===== config.mk =====
export PLATFORM = sky130hd
export DESIGN_NAME = pal_sync_mode
export DESIGN_NICKNAME = d
export VERILOG_FILES = /design/src/design/pal_pkg.sv /design/src/design/pal_i2c_slave.sv /design/src/design/pal_sync_mode.sv
export VERILOG_INCLUDE_DIRS = /design/src /design/src/design
export SDC_FILE = /design/constraint.sdc
export NUM_CORES = 1
export LEC_CHECK = 0
export BUFFER_PORTS_ARGS = -buffer_cell sky130_fd_sc_hd__buf_4
export CORE_ASPECT_RATIO = 0.9
export CORE_MARGIN = 2
export CORE_UTILIZATION = 53
export CTS_CLUSTER_DIAMETER = 80
export CTS_CLUSTER_SIZE = 16
export DETAILED_ROUTE_END_ITERATION = 16
export PLACE_DENSITY = 0.81
export SETUP_SLACK_MARGIN = 0.5
export SYNTH_ARGS = -nofsm -noshare
export SYNTH_HDL_FRONTEND = slang
export SYNTH_SLANG_ARGS = --single-unit

===== constraint.sdc =====
create_clock -name clk -period 3.15 [get_ports clk]
set_input_delay 0.63 -clock clk [delete_from_list [all_inputs] [get_ports clk]]
set_output_delay 0.63 -clock clk [all_outputs]
set_load 0.01 [all_outputs]

===== src/design/pal_cfg.svh =====
// Offsets, fields, reset values and timing constants of the PAL sync block
`ifndef PAL_CFG_SVH
`define PAL_CFG_SVH

// Register offsets
`define PAL_OFS_MODE_PRI 8'h00
`define PAL_OFS_MODE_SEC 8'h01
`define PAL_OFS_VBI_LO 8'h02
`define PAL_OFS_VBI_HI 8'h03
`define PAL_OFS_SYNC_ADJ 8'h04
`define PAL_OFS_IDENT 8'h05
`define PAL_RW_RESET 8'h00

// Primary mode register fields
`define PAL_BIT_STD 0
`define PAL_BIT_SCR 1
`define PAL_BIT_VID 2
`define PAL_BIT_WIDE 3
`define PAL_BIT_SELF 4
`define PAL_BIT_BAR 5
`define PAL_BIT_BLACK 6
`define PAL_BIT_CONV 7

// Times in us, clock in MHz
`define PAL_CLK_MHZ 200.0
`define PAL_T_LINE_US 64.0
`define PAL_T_HSYNC_US 4.7
`define PAL_T_EQ_US 2.35
`define PAL_T_BURST_US 5.6
`define PAL_T_ACTIVE_US 10.5
`define PAL_T_ACTLEN_US 52.0
`define PAL_BURST_CYCLES 10
`define PAL_LINES 625

// Cycle counts, rounded to nearest
`define PAL_CYC(t) ($rtoi((t) * `PAL_CLK_MHZ + 0.5))
`define PAL_LINE_CYC `PAL_CYC(`PAL_T_LINE_US)
`define PAL_HSYNC_CYC `PAL_CYC(`PAL_T_HSYNC_US)
`define PAL_EQ_CYC `PAL_CYC(`PAL_T_EQ_US)
`define PAL_BURST_CYC `PAL_CYC(`PAL_T_BURST_US)
`define PAL_ACTIVE_CYC `PAL_CYC(`PAL_T_ACTIVE_US)
`define PAL_ACTLEN_CYC `PAL_CYC(`PAL_T_ACTLEN_US)

// Sub-carrier step: 4.43361875 MHz on a 32-bit accumulator at 200 MHz
`define PAL_NCO_STEP 32'h05accef2

// +135 and -135 degree offsets on a 256-step circle
`define PAL_PH_PLUS 8'h60
`define PAL_PH_MINUS 8'ha0

// Black level codes
`define PAL_BLACK_Y 8'h10
`define PAL_BLACK_C 8'h80

`endif


===== src/design/pal_pkg.sv =====
// Types of the PAL sync block
package pal_pkg;

    typedef struct packed {
        logic [7:0] y;
        logic [7:0] cb;
        logic [7:0] cr;
    } pal_pix_t;

    typedef struct packed {
        logic converter_enable;
        logic black_level_enable;
        logic colour_bar_enable;
        logic self_timing_select;
        logic widescreen_line_enable;
        logic video_id_line_enable;
        logic subcarrier_reset_release;
        logic video_standard_select;
    } pal_mode_t;

    typedef enum logic [1:0] {
        PAL_HALF_NORMAL,
        PAL_HALF_EQ,
        PAL_HALF_BROAD
    } pal_half_t;

    typedef enum logic [2:0] {
        PAL_I2C_IDLE,
        PAL_I2C_DEV,
        PAL_I2C_SUB,
        PAL_I2C_WR,
        PAL_I2C_RD
    } pal_i2c_state_t;

endpackage


===== src/design/pal_i2c_slave.sv =====
// Two-wire serial slave for register access
`timescale 1ns/1ps
`default_nettype none

module pal_i2c_slave import pal_pkg::*; #(
    parameter logic [6:0] DEV_ADDR = 7'h44
) (
    // Clock and reset
    input wire logic clk,
    input wire logic reset,
    // Serial pins
    input wire logic scl_in,
    input wire logic sda_in,
    output logic sda_out,
    output logic sda_oe,
    // Register access
    output logic wr_r,
    output logic [7:0] wr_addr_r,
    output logic [7:0] wr_data_r,
    output logic [7:0] ptr_r,
    input wire logic [7:0] rd_data
);

    pal_i2c_state_t st_r, st_nxt;
    logic scl_d_r, sda_d_r;
    logic [3:0] cnt_r, cnt_nxt;
    logic [7:0] sh_r, sh_nxt, ptr_nxt, wr_addr_nxt, wr_data_nxt;
    logic ack_r, ack_nxt, drive_r, drive_nxt, wr_nxt;
    logic scl_rise, scl_fall, start, stop;

    assign scl_rise = scl_in & ~scl_d_r;
    assign scl_fall = ~scl_in & scl_d_r;
    assign start = scl_in & scl_d_r & sda_d_r & ~sda_in;
    assign stop = scl_in & scl_d_r & ~sda_d_r & sda_in;
    // Open drain: only ever pulls low
    assign sda_out = 1'b0;
    assign sda_oe = drive_r;

    always_comb begin
        st_nxt = st_r;
        cnt_nxt = cnt_r;
        sh_nxt = sh_r;
        ptr_nxt = ptr_r;
        ack_nxt = ack_r;
        drive_nxt = drive_r;
        wr_nxt = 1'b0;
        wr_addr_nxt = wr_addr_r;
        wr_data_nxt = wr_data_r;
        if (start) begin
            st_nxt = PAL_I2C_DEV;
            cnt_nxt = 4'h0;
            ack_nxt = 1'b0;
            drive_nxt = 1'b0;
        end else if (stop) begin
            st_nxt = PAL_I2C_IDLE;
            ack_nxt = 1'b0;
            drive_nxt = 1'b0;
        end else if (st_r != PAL_I2C_IDLE && scl_rise) begin
            if (ack_r) begin
                // Master not acknowledging ends the read
                if (st_r == PAL_I2C_RD && sda_in) begin
                    st_nxt = PAL_I2C_IDLE;
                end
            end else begin
                sh_nxt = (st_r == PAL_I2C_RD) ? {sh_r[6:0], 1'b0} : {sh_r[6:0], sda_in};
                cnt_nxt = cnt_r + 4'h1;
            end
        end else if (st_r != PAL_I2C_IDLE && scl_fall) begin
            if (ack_r) begin
                ack_nxt = 1'b0;
                drive_nxt = 1'b0;
                cnt_nxt = 4'h0;
                if (st_r == PAL_I2C_RD) begin
                    sh_nxt = rd_data;
                    drive_nxt = ~rd_data[7];
                    ptr_nxt = ptr_r + 8'h01;
                end
            end else if (cnt_r == 4'h8) begin
                ack_nxt = 1'b1;
                drive_nxt = 1'b1;
                case (st_r)
                    PAL_I2C_DEV: begin
                        if (sh_r[7:1] == DEV_ADDR) begin
                            st_nxt = sh_r[0] ? PAL_I2C_RD : PAL_I2C_SUB;
                        end else begin
                            st_nxt = PAL_I2C_IDLE;
                            ack_nxt = 1'b0;
                            drive_nxt = 1'b0;
                        end
                    end
                    PAL_I2C_SUB: begin
                        ptr_nxt = sh_r;
                        st_nxt = PAL_I2C_WR;
                    end
                    PAL_I2C_WR: begin
                        wr_nxt = 1'b1;
                        wr_addr_nxt = ptr_r;
                        wr_data_nxt = sh_r;
                        ptr_nxt = ptr_r + 8'h01;
                    end
                    default: begin
                        drive_nxt = 1'b0;
                    end
                endcase
            end else if (st_r == PAL_I2C_RD) begin
                drive_nxt = ~sh_r[7];
            end
        end
    end

    always_ff @(posedge clk) begin
        if (reset) begin
            st_r <= PAL_I2C_IDLE;
            scl_d_r <= 1'b1;
            sda_d_r <= 1'b1;
            cnt_r <= 4'h0;
            sh_r <= 8'h00;
            ptr_r <= 8'h00;
            ack_r <= 1'b0;
            drive_r <= 1'b0;
            wr_r <= 1'b0;
            wr_addr_r <= 8'h00;
            wr_data_r <= 8'h00;
        end else begin
            st_r <= st_nxt;
            scl_d_r <= scl_in;
            sda_d_r <= sda_in;
            cnt_r <= cnt_nxt;
            sh_r <= sh_nxt;
            ptr_r <= ptr_nxt;
            ack_r <= ack_nxt;
            drive_r <= drive_nxt;
            wr_r <= wr_nxt;
            wr_addr_r <= wr_addr_nxt;
            wr_data_r <= wr_data_nxt;
        end
    end

endmodule

`default_nettype wire


===== src/design/pal_sync_mode.sv =====
// PAL sync, burst and mode control
`timescale 1ns/1ps
`default_nettype none
`include "pal_cfg.svh"

// Contract
// - In PAL the burst starts 5.6 us after the sync reference point and lasts 10 sub-carrier cycles.
// - The PAL vertical interval has 2.35 us equalizing pulses around 4.7 us serrated broad pulses, 64.0 us lines.
// - The PAL burst phase alternates between nominal +135 and -135 degrees on successive lines.
// - Burst phase comes from a free-running sub-carrier unrelated to the line rate, so it drifts slightly.
// - Six 8-bit registers sit at consecutive addresses; 0x00 to 0x04 are read-write and reset to 0x00.
// - Address 0x05 is a read-only identity register returning a fixed code.
// - The primary mode register resets to zero, giving NTSC with every option and the converter off.
// - Mode bits: 0 standard, 1 sub-carrier reset release, 2 video-ID line, 3 widescreen line, 7 converter.
// - Mode bit 4 clear times bars and black burst from the external syncs; set, timing is internal.
// - Internal timing stays in force during normal pixel input, unsynchronised to the incoming data.
// - Mode bit 5 turns on colour bars, but black burst wins when both are set.
// - Mode bit 6 turns black burst generation on or off.
// - Black burst encodes luma fixed at 16 and both chroma at 128.
// - Colour bars are 100 % amplitude, 75 % saturation.
module pal_sync_mode import pal_pkg::*; #(
    parameter logic [6:0] DEV_ADDR = 7'h44,
    // Arbitrary identity value
    parameter logic [7:0] IDENT = 8'h5a,
    parameter int LINE_CYCLES = `PAL_LINE_CYC,
    parameter int LINES = `PAL_LINES,
    parameter logic [31:0] NCO_STEP = `PAL_NCO_STEP
) (
    // Clock and reset
    input wire logic clk,
    input wire logic reset,
    // Serial host pins
    input wire logic scl_in,
    input wire logic sda_in,
    output logic sda_out,
    output logic sda_oe,
    // External sync inputs
    input wire logic hsync_in_n,
    input wire logic vsync_in_n,
    // Pixel input and output
    input wire pal_pix_t pix_in,
    output pal_pix_t pix_out_r,
    // Timing outputs
    output logic sync_out_n_r,
    output logic burst_gate_r,
    output logic [7:0] burst_phase_r,
    // Mode and payload registers to the encoder
    output pal_mode_t mode_r,
    output logic [7:0] mode_sec_r,
    output logic [7:0] vbi_lo_r,
    output logic [7:0] vbi_hi_r,
    output logic [7:0] sync_adj_r
);

    localparam int HALF = LINE_CYCLES / 2;
    localparam int HS = `PAL_HSYNC_CYC;
    localparam int EQ = `PAL_EQ_CYC;
    localparam int BST = `PAL_BURST_CYC;
    localparam int ACT = `PAL_ACTIVE_CYC;
    localparam int BAR_W = `PAL_ACTLEN_CYC / 8;
    localparam int HW = $clog2(LINE_CYCLES);
    localparam int LW = $clog2(LINES + 1);

    if (LINE_CYCLES < 2 * (BST + HS) || LINES < 320 || BAR_W < 1) begin : g_chk
        $error("pal_sync_mode: line timing parameters too small");
    end

    // Register file and host access
    logic wr;
    logic [7:0] wr_addr, wr_data, rd_addr, rd_data;
    pal_mode_t mode_nxt;
    logic [7:0] mode_sec_nxt, vbi_lo_nxt, vbi_hi_nxt, sync_adj_nxt;

    pal_i2c_slave #(
        .DEV_ADDR(DEV_ADDR)
    ) u_host (
        .clk(clk),
        .reset(reset),
        .scl_in(scl_in),
        .sda_in(sda_in),
        .sda_out(sda_out),
        .sda_oe(sda_oe),
        .wr_r(wr),
        .wr_addr_r(wr_addr),
        .wr_data_r(wr_data),
        .ptr_r(rd_addr),
        .rd_data(rd_data)
    );

    always_comb begin
        mode_nxt = mode_r;
        mode_sec_nxt = mode_sec_r;
        vbi_lo_nxt = vbi_lo_r;
        vbi_hi_nxt = vbi_hi_r;
        sync_adj_nxt = sync_adj_r;
        if (wr) begin
            if (wr_addr == `PAL_OFS_MODE_PRI) begin
                mode_nxt = pal_mode_t'(wr_data);
            end else if (wr_addr == `PAL_OFS_MODE_SEC) begin
                mode_sec_nxt = wr_data;
            end else if (wr_addr == `PAL_OFS_VBI_LO) begin
                vbi_lo_nxt = wr_data;
            end else if (wr_addr == `PAL_OFS_VBI_HI) begin
                vbi_hi_nxt = wr_data;
            end else if (wr_addr == `PAL_OFS_SYNC_ADJ) begin
                sync_adj_nxt = wr_data;
            end
            // Identity and unmapped addresses take no write
        end
    end

    always_comb begin
        if (rd_addr == `PAL_OFS_MODE_PRI) begin
            rd_data = mode_r;
        end else if (rd_addr == `PAL_OFS_MODE_SEC) begin
            rd_data = mode_sec_r;
        end else if (rd_addr == `PAL_OFS_VBI_LO) begin
            rd_data = vbi_lo_r;
        end else if (rd_addr == `PAL_OFS_VBI_HI) begin
            rd_data = vbi_hi_r;
        end else if (rd_addr == `PAL_OFS_SYNC_ADJ) begin
            rd_data = sync_adj_r;
        end else if (rd_addr == `PAL_OFS_IDENT) begin
            rd_data = IDENT;
        end else begin
            rd_data = 8'h00;
        end
    end

    always_ff @(posedge clk) begin
        if (reset) begin
            mode_r <= pal_mode_t'(`PAL_RW_RESET);
            mode_sec_r <= `PAL_RW_RESET;
            vbi_lo_r <= `PAL_RW_RESET;
            vbi_hi_r <= `PAL_RW_RESET;
            sync_adj_r <= `PAL_RW_RESET;
        end else begin
            mode_r <= mode_nxt;
            mode_sec_r <= mode_sec_nxt;
            vbi_lo_r <= vbi_lo_nxt;
            vbi_hi_r <= vbi_hi_nxt;
            sync_adj_r <= sync_adj_nxt;
        end
    end

    // Half-line kind within the vertical interval of both fields
    function automatic pal_half_t half_kind(input logic [LW-1:0] line, input logic second);
        pal_half_t k;
        k = PAL_HALF_NORMAL;
        if (line == 10'd623) begin
            k = second ? PAL_HALF_EQ : PAL_HALF_NORMAL;
        end else if (line inside {10'd624, 10'd625, 10'd4, 10'd5}) begin
            k = PAL_HALF_EQ;
        end else if (line inside {10'd1, 10'd2}) begin
            k = PAL_HALF_BROAD;
        end else if (line == 10'd3) begin
            k = second ? PAL_HALF_EQ : PAL_HALF_BROAD;
        end else if (line inside {10'd311, 10'd312, 10'd316, 10'd317}) begin
            k = PAL_HALF_EQ;
        end else if (line == 10'd313) begin
            k = second ? PAL_HALF_BROAD : PAL_HALF_EQ;
        end else if (line inside {10'd314, 10'd315}) begin
            k = PAL_HALF_BROAD;
        end else if (line == 10'd318) begin
            k = second ? PAL_HALF_NORMAL : PAL_HALF_EQ;
        end
        return k;
    endfunction

    function automatic pal_pix_t bar_pix(input logic [2:0] idx);
        pal_pix_t p;
        case (idx)
            3'd0: p = 24'heb8080;
            3'd1: p = 24'ha22c8e;
            3'd2: p = 24'h839c2c;
            3'd3: p = 24'h70483a;
            3'd4: p = 24'h54b8c6;
            3'd5: p = 24'h4164d4;
            3'd6: p = 24'h23d472;
            default: p = 24'h108080;
        endcase
        return p;
    endfunction

    // Line timing, sub-carrier and burst
    logic [HW-1:0] h_r, h_nxt;
    logic [LW-1:0] line_r, line_nxt;
    logic hs_d_r, vs_d_r, vs_pend_r, vs_pend_nxt;
    logic [31:0] nco_r, nco_nxt;
    logic alt_r, alt_nxt, burst_nxt, sync_nxt;
    logic [3:0] bcnt_r, bcnt_nxt;
    logic [7:0] phase_nxt;
    logic line_end, second, sc_edge;
    logic [HW-1:0] th;
    pal_half_t kind;

    assign line_end = (h_r == HW'(LINE_CYCLES - 1));
    assign second = (h_r >= HW'(HALF));
    assign th = second ? h_r - HW'(HALF) : h_r;
    assign kind = half_kind(line_r, second);
    assign sc_edge = nco_nxt[31] & ~nco_r[31];

    always_comb begin
        h_nxt = line_end ? '0 : h_r + HW'(1);
        line_nxt = line_r;
        alt_nxt = alt_r;
        vs_pend_nxt = vs_pend_r | (vs_d_r & ~vsync_in_n);
        if (mode_r.self_timing_select) begin
            // Free running, not locked to incoming pixels
            vs_pend_nxt = 1'b0;
            if (line_end) begin
                line_nxt = (line_r == LW'(LINES)) ? LW'(1) : line_r + LW'(1);
                alt_nxt = ~alt_r;
            end
        end else if (hs_d_r & ~hsync_in_n) begin
            // External horizontal sync restarts the line
            h_nxt = '0;
            line_nxt = (vs_pend_nxt || line_r == LW'(LINES)) ? LW'(1) : line_r + LW'(1);
            vs_pend_nxt = 1'b0;
            alt_nxt = ~alt_r;
        end else if (line_end) begin
            h_nxt = h_r;
        end
        // Accumulator never re-phased to the line, so burst phase drifts
        nco_nxt = mode_r.subcarrier_reset_release ? nco_r + NCO_STEP : '0;
        // Sync pulse shape per half line
        case (kind)
            PAL_HALF_EQ: sync_nxt = ~(th < HW'(EQ));
            PAL_HALF_BROAD: sync_nxt = ~(th < HW'(HALF - HS));
            default: sync_nxt = ~(!second && h_r < HW'(HS));
        endcase
        burst_nxt = burst_gate_r;
        bcnt_nxt = bcnt_r;
        if (h_r == HW'(BST) && mode_r.video_standard_select &&
            half_kind(line_r, 1'b1) == PAL_HALF_NORMAL && kind == PAL_HALF_NORMAL) begin
            burst_nxt = 1'b1;
            bcnt_nxt = 4'h0;
        end else if (burst_gate_r && sc_edge) begin
            if (bcnt_r == 4'(`PAL_BURST_CYCLES - 1)) begin
                burst_nxt = 1'b0;
            end
            bcnt_nxt = bcnt_r + 4'h1;
        end
        phase_nxt = nco_nxt[31:24] + (alt_r ? `PAL_PH_MINUS : `PAL_PH_PLUS);
    end

    always_ff @(posedge clk) begin
        if (reset) begin
            h_r <= '0;
            line_r <= LW'(1);
            hs_d_r <= 1'b1;
            vs_d_r <= 1'b1;
            vs_pend_r <= 1'b0;
            nco_r <= '0;
            alt_r <= 1'b0;
            bcnt_r <= 4'h0;
            burst_gate_r <= 1'b0;
            burst_phase_r <= 8'h00;
            sync_out_n_r <= 1'b1;
        end else begin
            h_r <= h_nxt;
            line_r <= line_nxt;
            hs_d_r <= hsync_in_n;
            vs_d_r <= vsync_in_n;
            vs_pend_r <= vs_pend_nxt;
            nco_r <= nco_nxt;
            alt_r <= alt_nxt;
            bcnt_r <= bcnt_nxt;
            burst_gate_r <= burst_nxt;
            burst_phase_r <= phase_nxt;
            sync_out_n_r <= sync_nxt;
        end
    end

    // Test pattern source
    logic [2:0] bar_r, bar_nxt;
    logic [HW-1:0] bpos_r, bpos_nxt;
    pal_pix_t pix_nxt;

    always_comb begin
        bar_nxt = bar_r;
        bpos_nxt = bpos_r + HW'(1);
        if (h_r == HW'(ACT)) begin
            bar_nxt = 3'd0;
            bpos_nxt = '0;
        end else if (bpos_r == HW'(BAR_W - 1)) begin
            bpos_nxt = '0;
            bar_nxt = (bar_r == 3'd7) ? bar_r : bar_r + 3'd1;
        end
        if (mode_r.black_level_enable) begin
            // Black wins over bars
            pix_nxt = {`PAL_BLACK_Y, `PAL_BLACK_C, `PAL_BLACK_C};
        end else if (mode_r.colour_bar_enable) begin
            pix_nxt = bar_pix(bar_r);
        end else begin
            pix_nxt = pix_in;
        end
    end

    always_ff @(posedge clk) begin
        if (reset) begin
            bar_r <= 3'd7;
            bpos_r <= '0;
            pix_out_r <= {`PAL_BLACK_Y, `PAL_BLACK_C, `PAL_BLACK_C};
        end else begin
            bar_r <= bar_nxt;
            bpos_r <= bpos_nxt;
            pix_out_r <= pix_nxt;
        end
    end

endmodule

`default_nettype wire


# ---- Word level (Yosys, flattened, before mapping)
# Cells that the tools add are included.
# W data, S select, Z words.
dict set report word_totals {
  regBits 199
  in_bits 30
  wordCells 290
}
dict set report op_classes {
  add_sub_neg 10
  order_cmp 4
  eq_ne 56
  mux 84
  bitwise_logic 35
  n_reduce_logical 60
}
# op n
set op_table {}
lappend op_table {{$pmux W24 S7} 1}
lappend op_table {{$mux W8} 14}
lappend op_table {{$eq A10 B9 Y1 const B} 8}
lappend op_table {{$mux W14} 5}
lappend op_table {{$mux W10} 5}
lappend op_table {{$mux W3} 11}
lappend op_table {{$add A32 B27 Y32 const B} 1}
lappend op_table {{$eq A8 B2 Y1 const B} 4}
lappend op_table {{$mux W2} 16}
lappend op_table {{$mux W32} 1}
lappend op_table {{$eq A10 B10 Y1 const B} 3}
lappend op_table {{$add A14 B1 Y14 const B} 2}
lappend op_table {{$eq A14 B11 Y1 const B} 2}
lappend op_table {{$eq A8 B3 Y1 const B} 3}
lappend op_table {{$mux W24} 1}
lappend op_table {{$not A1 Y1} 24}
lappend op_table {{$reduce_and A6 Y1} 4}
lappend op_table {{$reduce_bool A2 Y1} 11}
lappend op_table {{$mux W1} 21}
lappend op_table {{$eq A10 B2 Y1 const B} 2}
lappend op_table {{$eq A10 B3 Y1 const B} 2}
lappend op_table {{$eq A8 B1 Y1 const B} 2}
lappend op_table {{$logic_not A8 Y1} 2}
lappend op_table {{$mux W4} 4}
lappend op_table {{48 further kinds} 100}

# ---- Depth between registers and ports, before layout
dict set report depth {
  ltp_word 14
  ltp_mapped 15
  depth_no_buf 14
}

# ---- Hierarchy
# A second synthesis with hierarchy kept.
dict set report unflattened {
  hier_cells 1133
  hier_area_um2 9769.4
}
# mod instances cells_per_inst area_each_um2 seq_area_each_um2
set modules_own_cells {}
lappend modules_own_cells {pal_sync_mode 1 879 7442.1 2982.9}
lappend modules_own_cells {pal_i2c_slave 1 254 2327.2 880.8}

# ---- Worst setup path after synthesis
# Ideal clock, no wire load.
dict set report synth_path {
  kind {reg2reg}
  start {reg h_r[6]}
  end {reg sync_out_n_r}
  setup_ns 0.087
  arrival_ns 3.012
  required_ns 3.063
  slack_ns 0.051
  stages_incl_launch_ff 12
  n_path_buf 2
  period_less_slack_ns 3.099
  cell_sequence {dfxtp_1 -> buf_6 -> or3b_1 -> or4_4 -> and2_1 -> buf_6 -> a32o_1 -> ha_1 -> or3_1 -> a31oi_1 -> nor4b_2 -> o31ai_1}
}
dict set report synth_between {
  elab_chain_cells 12
  elab_cells_between_ends 26
  classes_between {add/sub: 1; order compare: 4; eq/ne: 2; mux: 14; bitwise: 3; reduce/logical: 2}
}
# item line_no
set synth_lines {}
lappend synth_lines {{start, declared} pal_sync_mode.sv:186} ;# logic [HW-1:0] h_r, h_nxt;
lappend synth_lines {{start signal, assigned} pal_sync_mode.sv:261} ;# h_r <= h_nxt;
lappend synth_lines {{$ge A14 B13 Y1} pal_sync_mode.sv:198} ;# assign second = (h_r >= HW'(HALF));
lappend synth_lines {{$mux W1} pal_sync_mode.sv:165} ;# k = second ? PAL_HALF_NORMAL : PAL_HALF_EQ;
lappend synth_lines {{$mux W1} pal_sync_mode.sv:164} ;# end else if (line == 10'd318) begin
lappend synth_lines {{$mux W2} pal_sync_mode.sv:162} ;# end else if (line inside {10'd314, 10'd315}) begin
lappend synth_lines {{$mux W2} pal_sync_mode.sv:160} ;# end else if (line == 10'd313) begin
lappend synth_lines {{$mux W2} pal_sync_mode.sv:158} ;# end else if (line inside {10'd311, 10'd312, 10'd316, 10'd317}) begin
lappend synth_lines {{$mux W2} pal_sync_mode.sv:156} ;# end else if (line == 10'd3) begin
lappend synth_lines {{$mux W2} pal_sync_mode.sv:154} ;# end else if (line inside {10'd1, 10'd2}) begin
lappend synth_lines {{$mux W2} pal_sync_mode.sv:152} ;# end else if (line inside {10'd624, 10'd625, 10'd4, 10'd5}) begin
lappend synth_lines {{$mux W2} pal_sync_mode.sv:150} ;# if (line == 10'd623) begin
lappend synth_lines {{$eq A2 B2 Y1 or $eq A2 B1 Y1 (tied branches)} pal_sync_mode.sv:227} ;# case (kind)
lappend synth_lines {{$pmux W1 S2 (*)} pal_sync_mode.sv:227}
lappend synth_lines {{end signal, assigned} pal_sync_mode.sv:271} ;# sync_out_n_r <= sync_nxt;
lappend synth_lines {{end, declared} pal_sync_mode.sv:44} ;# output logic sync_out_n_r,
# Every way passes the cells marked *; elsewhere a longest branch is shown, timed or not.
# A chain may end at the register's enable or synchronous reset.

# ---- Worst setup path in the final report
dict set report layout_path {
  start {reg h_r[4]}
  end {reg sync_out_n_r}
}
# Same word-level chain as after synthesis.

==> results.py <==
metrics = {
    "critical_path": {
        "reg2reg_from": "h_r[4]",
        "cpMostUsedCell": "o31ai_1",
        "cp-end-kind": "register",
        "start_kind": "register",
        "path_class": "register to register",
        "ff2ff_path_depth": 10,
        "r2r_setup_slack_ns": 0.05,
        "r2r-end": "sync_out_n_r",
        "crit_buf_inv": 1,
        "crit_fanout": 4,
        "crit_family": "compound AO/OA/AOI/OAI gates",
        "path_cells": "or3_4 -> or4_4 -> and2_4 -> a32o_2 -> inv_2 -> ha_4 -> o21ai_0 -> o31ai_1 -> a21oi_1 -> o31ai_1",
        "cpPeakStageDelay_ns": 0.60,
        "crit_arrival_ns": 3.46,
        "slowest_stage": "or4_4",
        "crit_required_ns": 3.51,
    },
    "timing": {
        "worstMarginPinSlew_ns": 0.8948,
        "fin_crit_ns": 3.098,
        "post-route-period-util_pct": 98.36,
        "clock.fmax_mhz": 322.8,
        "rsz0062_at_grt": "yes",
        "skew_ns": 0.009086,
        "drv_slew": 0,
        "setup_viol": 0,
        "report.final.hold_viol_count": 0,
        "maxSlewHeadroom_pct": 40.26,
        "hold_slack_ns": 0.3763,
    },
    "grt": {
        "antenna_found_initial": 0,
        "grt_overflow_total": 0,
        "grt_use_total_pct": 25.06,
        "grt_max_degree": 52,
        "grt_pass1_wl_um": 39980,
        "grt_pass1_vias": 8056,
    },
    "job": {
        "maxCapViolations": 0,
    },
    "yosys": {
        "syn_area_per_cell_um2": 8.391,
        "async_flop_share_pct": 0,
        "ys.flop_type": "dfxtp_1",
        "ys_seq_area_share_pct": 39.49,
        "synth_area_leaders": "dfxtp_1 (39%), nor2_1 (7.9%), mux2i_1 (7.3%)",
        "synth_area_leader_cell": "dfxtp_1",
        "synthXorXnorAreaFrac_pct": 4.655,
        "synthSimpleGateAreaFrac_pct": 23.59,
        "synth_enable_flop_cells": 0,
        "yosys_warnings": 0,
        "synth_fp_nets": 1228,
        "syn_inst": 1166,
        "synth.most_common_cell": "nor2_1",
        "ys_types": 78,
        "synth_commonest_cells": "nor2_1 (205), dfxtp_1 (193), nand2_1 (79)",
        "synth-compound-area-share_pct": 15.23,
        "syn-cell-area_um2": 9784,
        "synth-adder-area-share_pct": 4.169,
        "yosys_register_bits": 193,
        "yosys-mux-area-fraction_pct": 8.529,
        "synth_top_area_share_pct": 39.49,
        "synth_top_family_by_area": "simple AND/OR/NAND/NOR gates",
    },
    "floorplan": {
        "ioPinCount": 106,
        "initial_core_util_pct": 53.67,
        "dieArea_um2": 19570,
        "die_x_um": 147.2,
        "fp.coreArea_um2": 18230,
        "die_y_um": 132.9,
        "rows": 47,
    },
    "clock_tree": {
        "h-tree-depth": 4,
        "clk_latency_ns": 0.44,
        "clock_path_buffers": 2,
        "cts.sinks": 193,
        "clk_pin_slew_ns": 0.07,
        "cts-buffers-inserted": 17,
        "cts_root_buffer": "clkbuf_16",
        "holdBufCountCts": 0,
        "cts_tree": "done",
    },
    "detailed_routing": {
        "vias_per_cell": 5.757,
        "antenna_left": 0,
        "routedWlPerCell_um": 16.33,
        "drtIter0Drc": 900,
        "drc": 0,
        "routed_wl_um": 24870,
        "vias": 8768,
        "dr.pass1.iters": 7,
    },
    "hold_path": {
        "hold_path_class": "input port to register",
        "hold_end": "hs_d_r",
        "min_from": "hsync_in_n",
        "hold_path_depth": 3,
    },
    "finish": {
        "instances_no_fill": 1523,
        "layout-drive-gt1-share_pct": 19.25,
        "num-nets-final": 1328,
        "n_antenna_cell": 0,
        "syn_to_final_growth_pct": 19.99,
    },
    "placed_design": {
        "gp_congestion": 0.9165,
        "dp_cells": 1475,
        "port_buffers": 104,
        "place_hpwl_um": 17090,
    },
    "power_and_ir_drop": {
        "power.leakage_nw": 4.914,
        "total_power_mw": 4.915,
        "peakVddDrop_v": 0.0003340,
        "power.density_nw_per_um2": 418.6,
    },
    "run_status": {
        "status": "complete, no violations",
    },
}
-- per-layer routing --
layer / global-route usage, % / share of wire (%) / up-vias
met4: 9.509 / 2.6 / 0
li1: - / - / 4300
met2: 40.55 / 47 / 282
met3: 4.655 / 6.0 / 50
met1: 33.42 / 44 / 4136
met5: 0 / 0 / -
-- what timing repair did --
item                                    in CTS  in global routing
setup buffers                                9                  8
endpoints found under the setup margin       8                 18
pin swaps                                   19                 22
resized for setup                           30                 30
-- worst min-delay path, stage by stage --
cell and delay, ns:
buf_4 0.08, inv_1 0.04, nand2_1 0.04
-- sequential cells by signal (all words and copies together) (netlist names), 10 cells and up --
register and cells:
nco_r 26, bpos_r 14, line_r 10, pix_out_r 24
h_r 14
-- metrics by stage --
| step | setup WS (ns) | TNS, ns | area [um2] | util [%] |
|---|---|---|---|---|
| final | 0.05164 | 0 | 11740 | 64.40 |
| after global routing | -0.007973 | -0.007973 | 11740 | 64.40 |
| after floorplan | 0.1518 | 0 | 9819 | - |
| after global placement | 0.2271 | 0 | 10810 | 59.31 |
| after CTS | 0.2100 | 0 | 11580 | 63.50 |
| after detailed placement | 0.1188 | 0 | 10810 | 59.31 |
-- worst max-delay path by stage --
stage,startpoint,end,slack [ns],depth (start not counted)
final,h_r[4],sync_out_n_r,0.05,10
after global routing,line_r[6],sync_out_n_r,-0.008,11
after CTS,h_r[6],sync_out_n_r,0.21,11
after detailed placement,line_r[6],sync_out_n_r,0.12,11
after global placement,line_r[6],sync_out_n_r,0.23,11
after floorplan,h_r[2],sync_out_n_r,0.15,11
-- cell usage in the layout (no fill, tap or decap), drive strengths merged, types with 8 or more instances in the layout --
cell,count
ha,31
or2,11
o21ai,52
nor3,26
dfxtp,193
and3,13
xor2,22
clkbuf,17
nor4,14
a211oi,11
xnor2,30
buf,149
nor2b,12
nor4b,8
nand2,79
a22oi,15
nand3,35
mux2i,71
inv,39
nand2b,17
o31ai,9
or3,15
nor2,205
nand4,9
a21oi,72
and2,8
-- cells by family (layout without fill, tap and decap cells) --
| kind of cell | Yosys count | count (layout) |
|---|---|---|
| multiplexers | 78 | 78 |
| XOR/XNOR | 52 | 52 |
| adder cells (fa/ha/maj) | 32 | 32 |
| AND/OR/NAND/NOR | 480 | 480 |
| other | 1 | 1 |
| buffers and inverters | 99 | 211 |
| flip-flops | 193 | 193 |
| AO/OA/AOI/OAI | 231 | 231 |
-- power by group --
part           internal [mW]  switching, mW
sequential              2.47         0.0255
combinational          0.125          0.152
clock                   1.12           1.02
-- area by class of cell --
type                    count  area, um2
fillers                  1487       6490
multi-input cells         874       5731
flip-flops and latches    193       3889
repair buffers            149       1122
clock buffers              17      425.4
well taps                 245      306.5
clock inverters            14      150.1
inverters                  31      116.4
(Power assumes the default switching activity.)
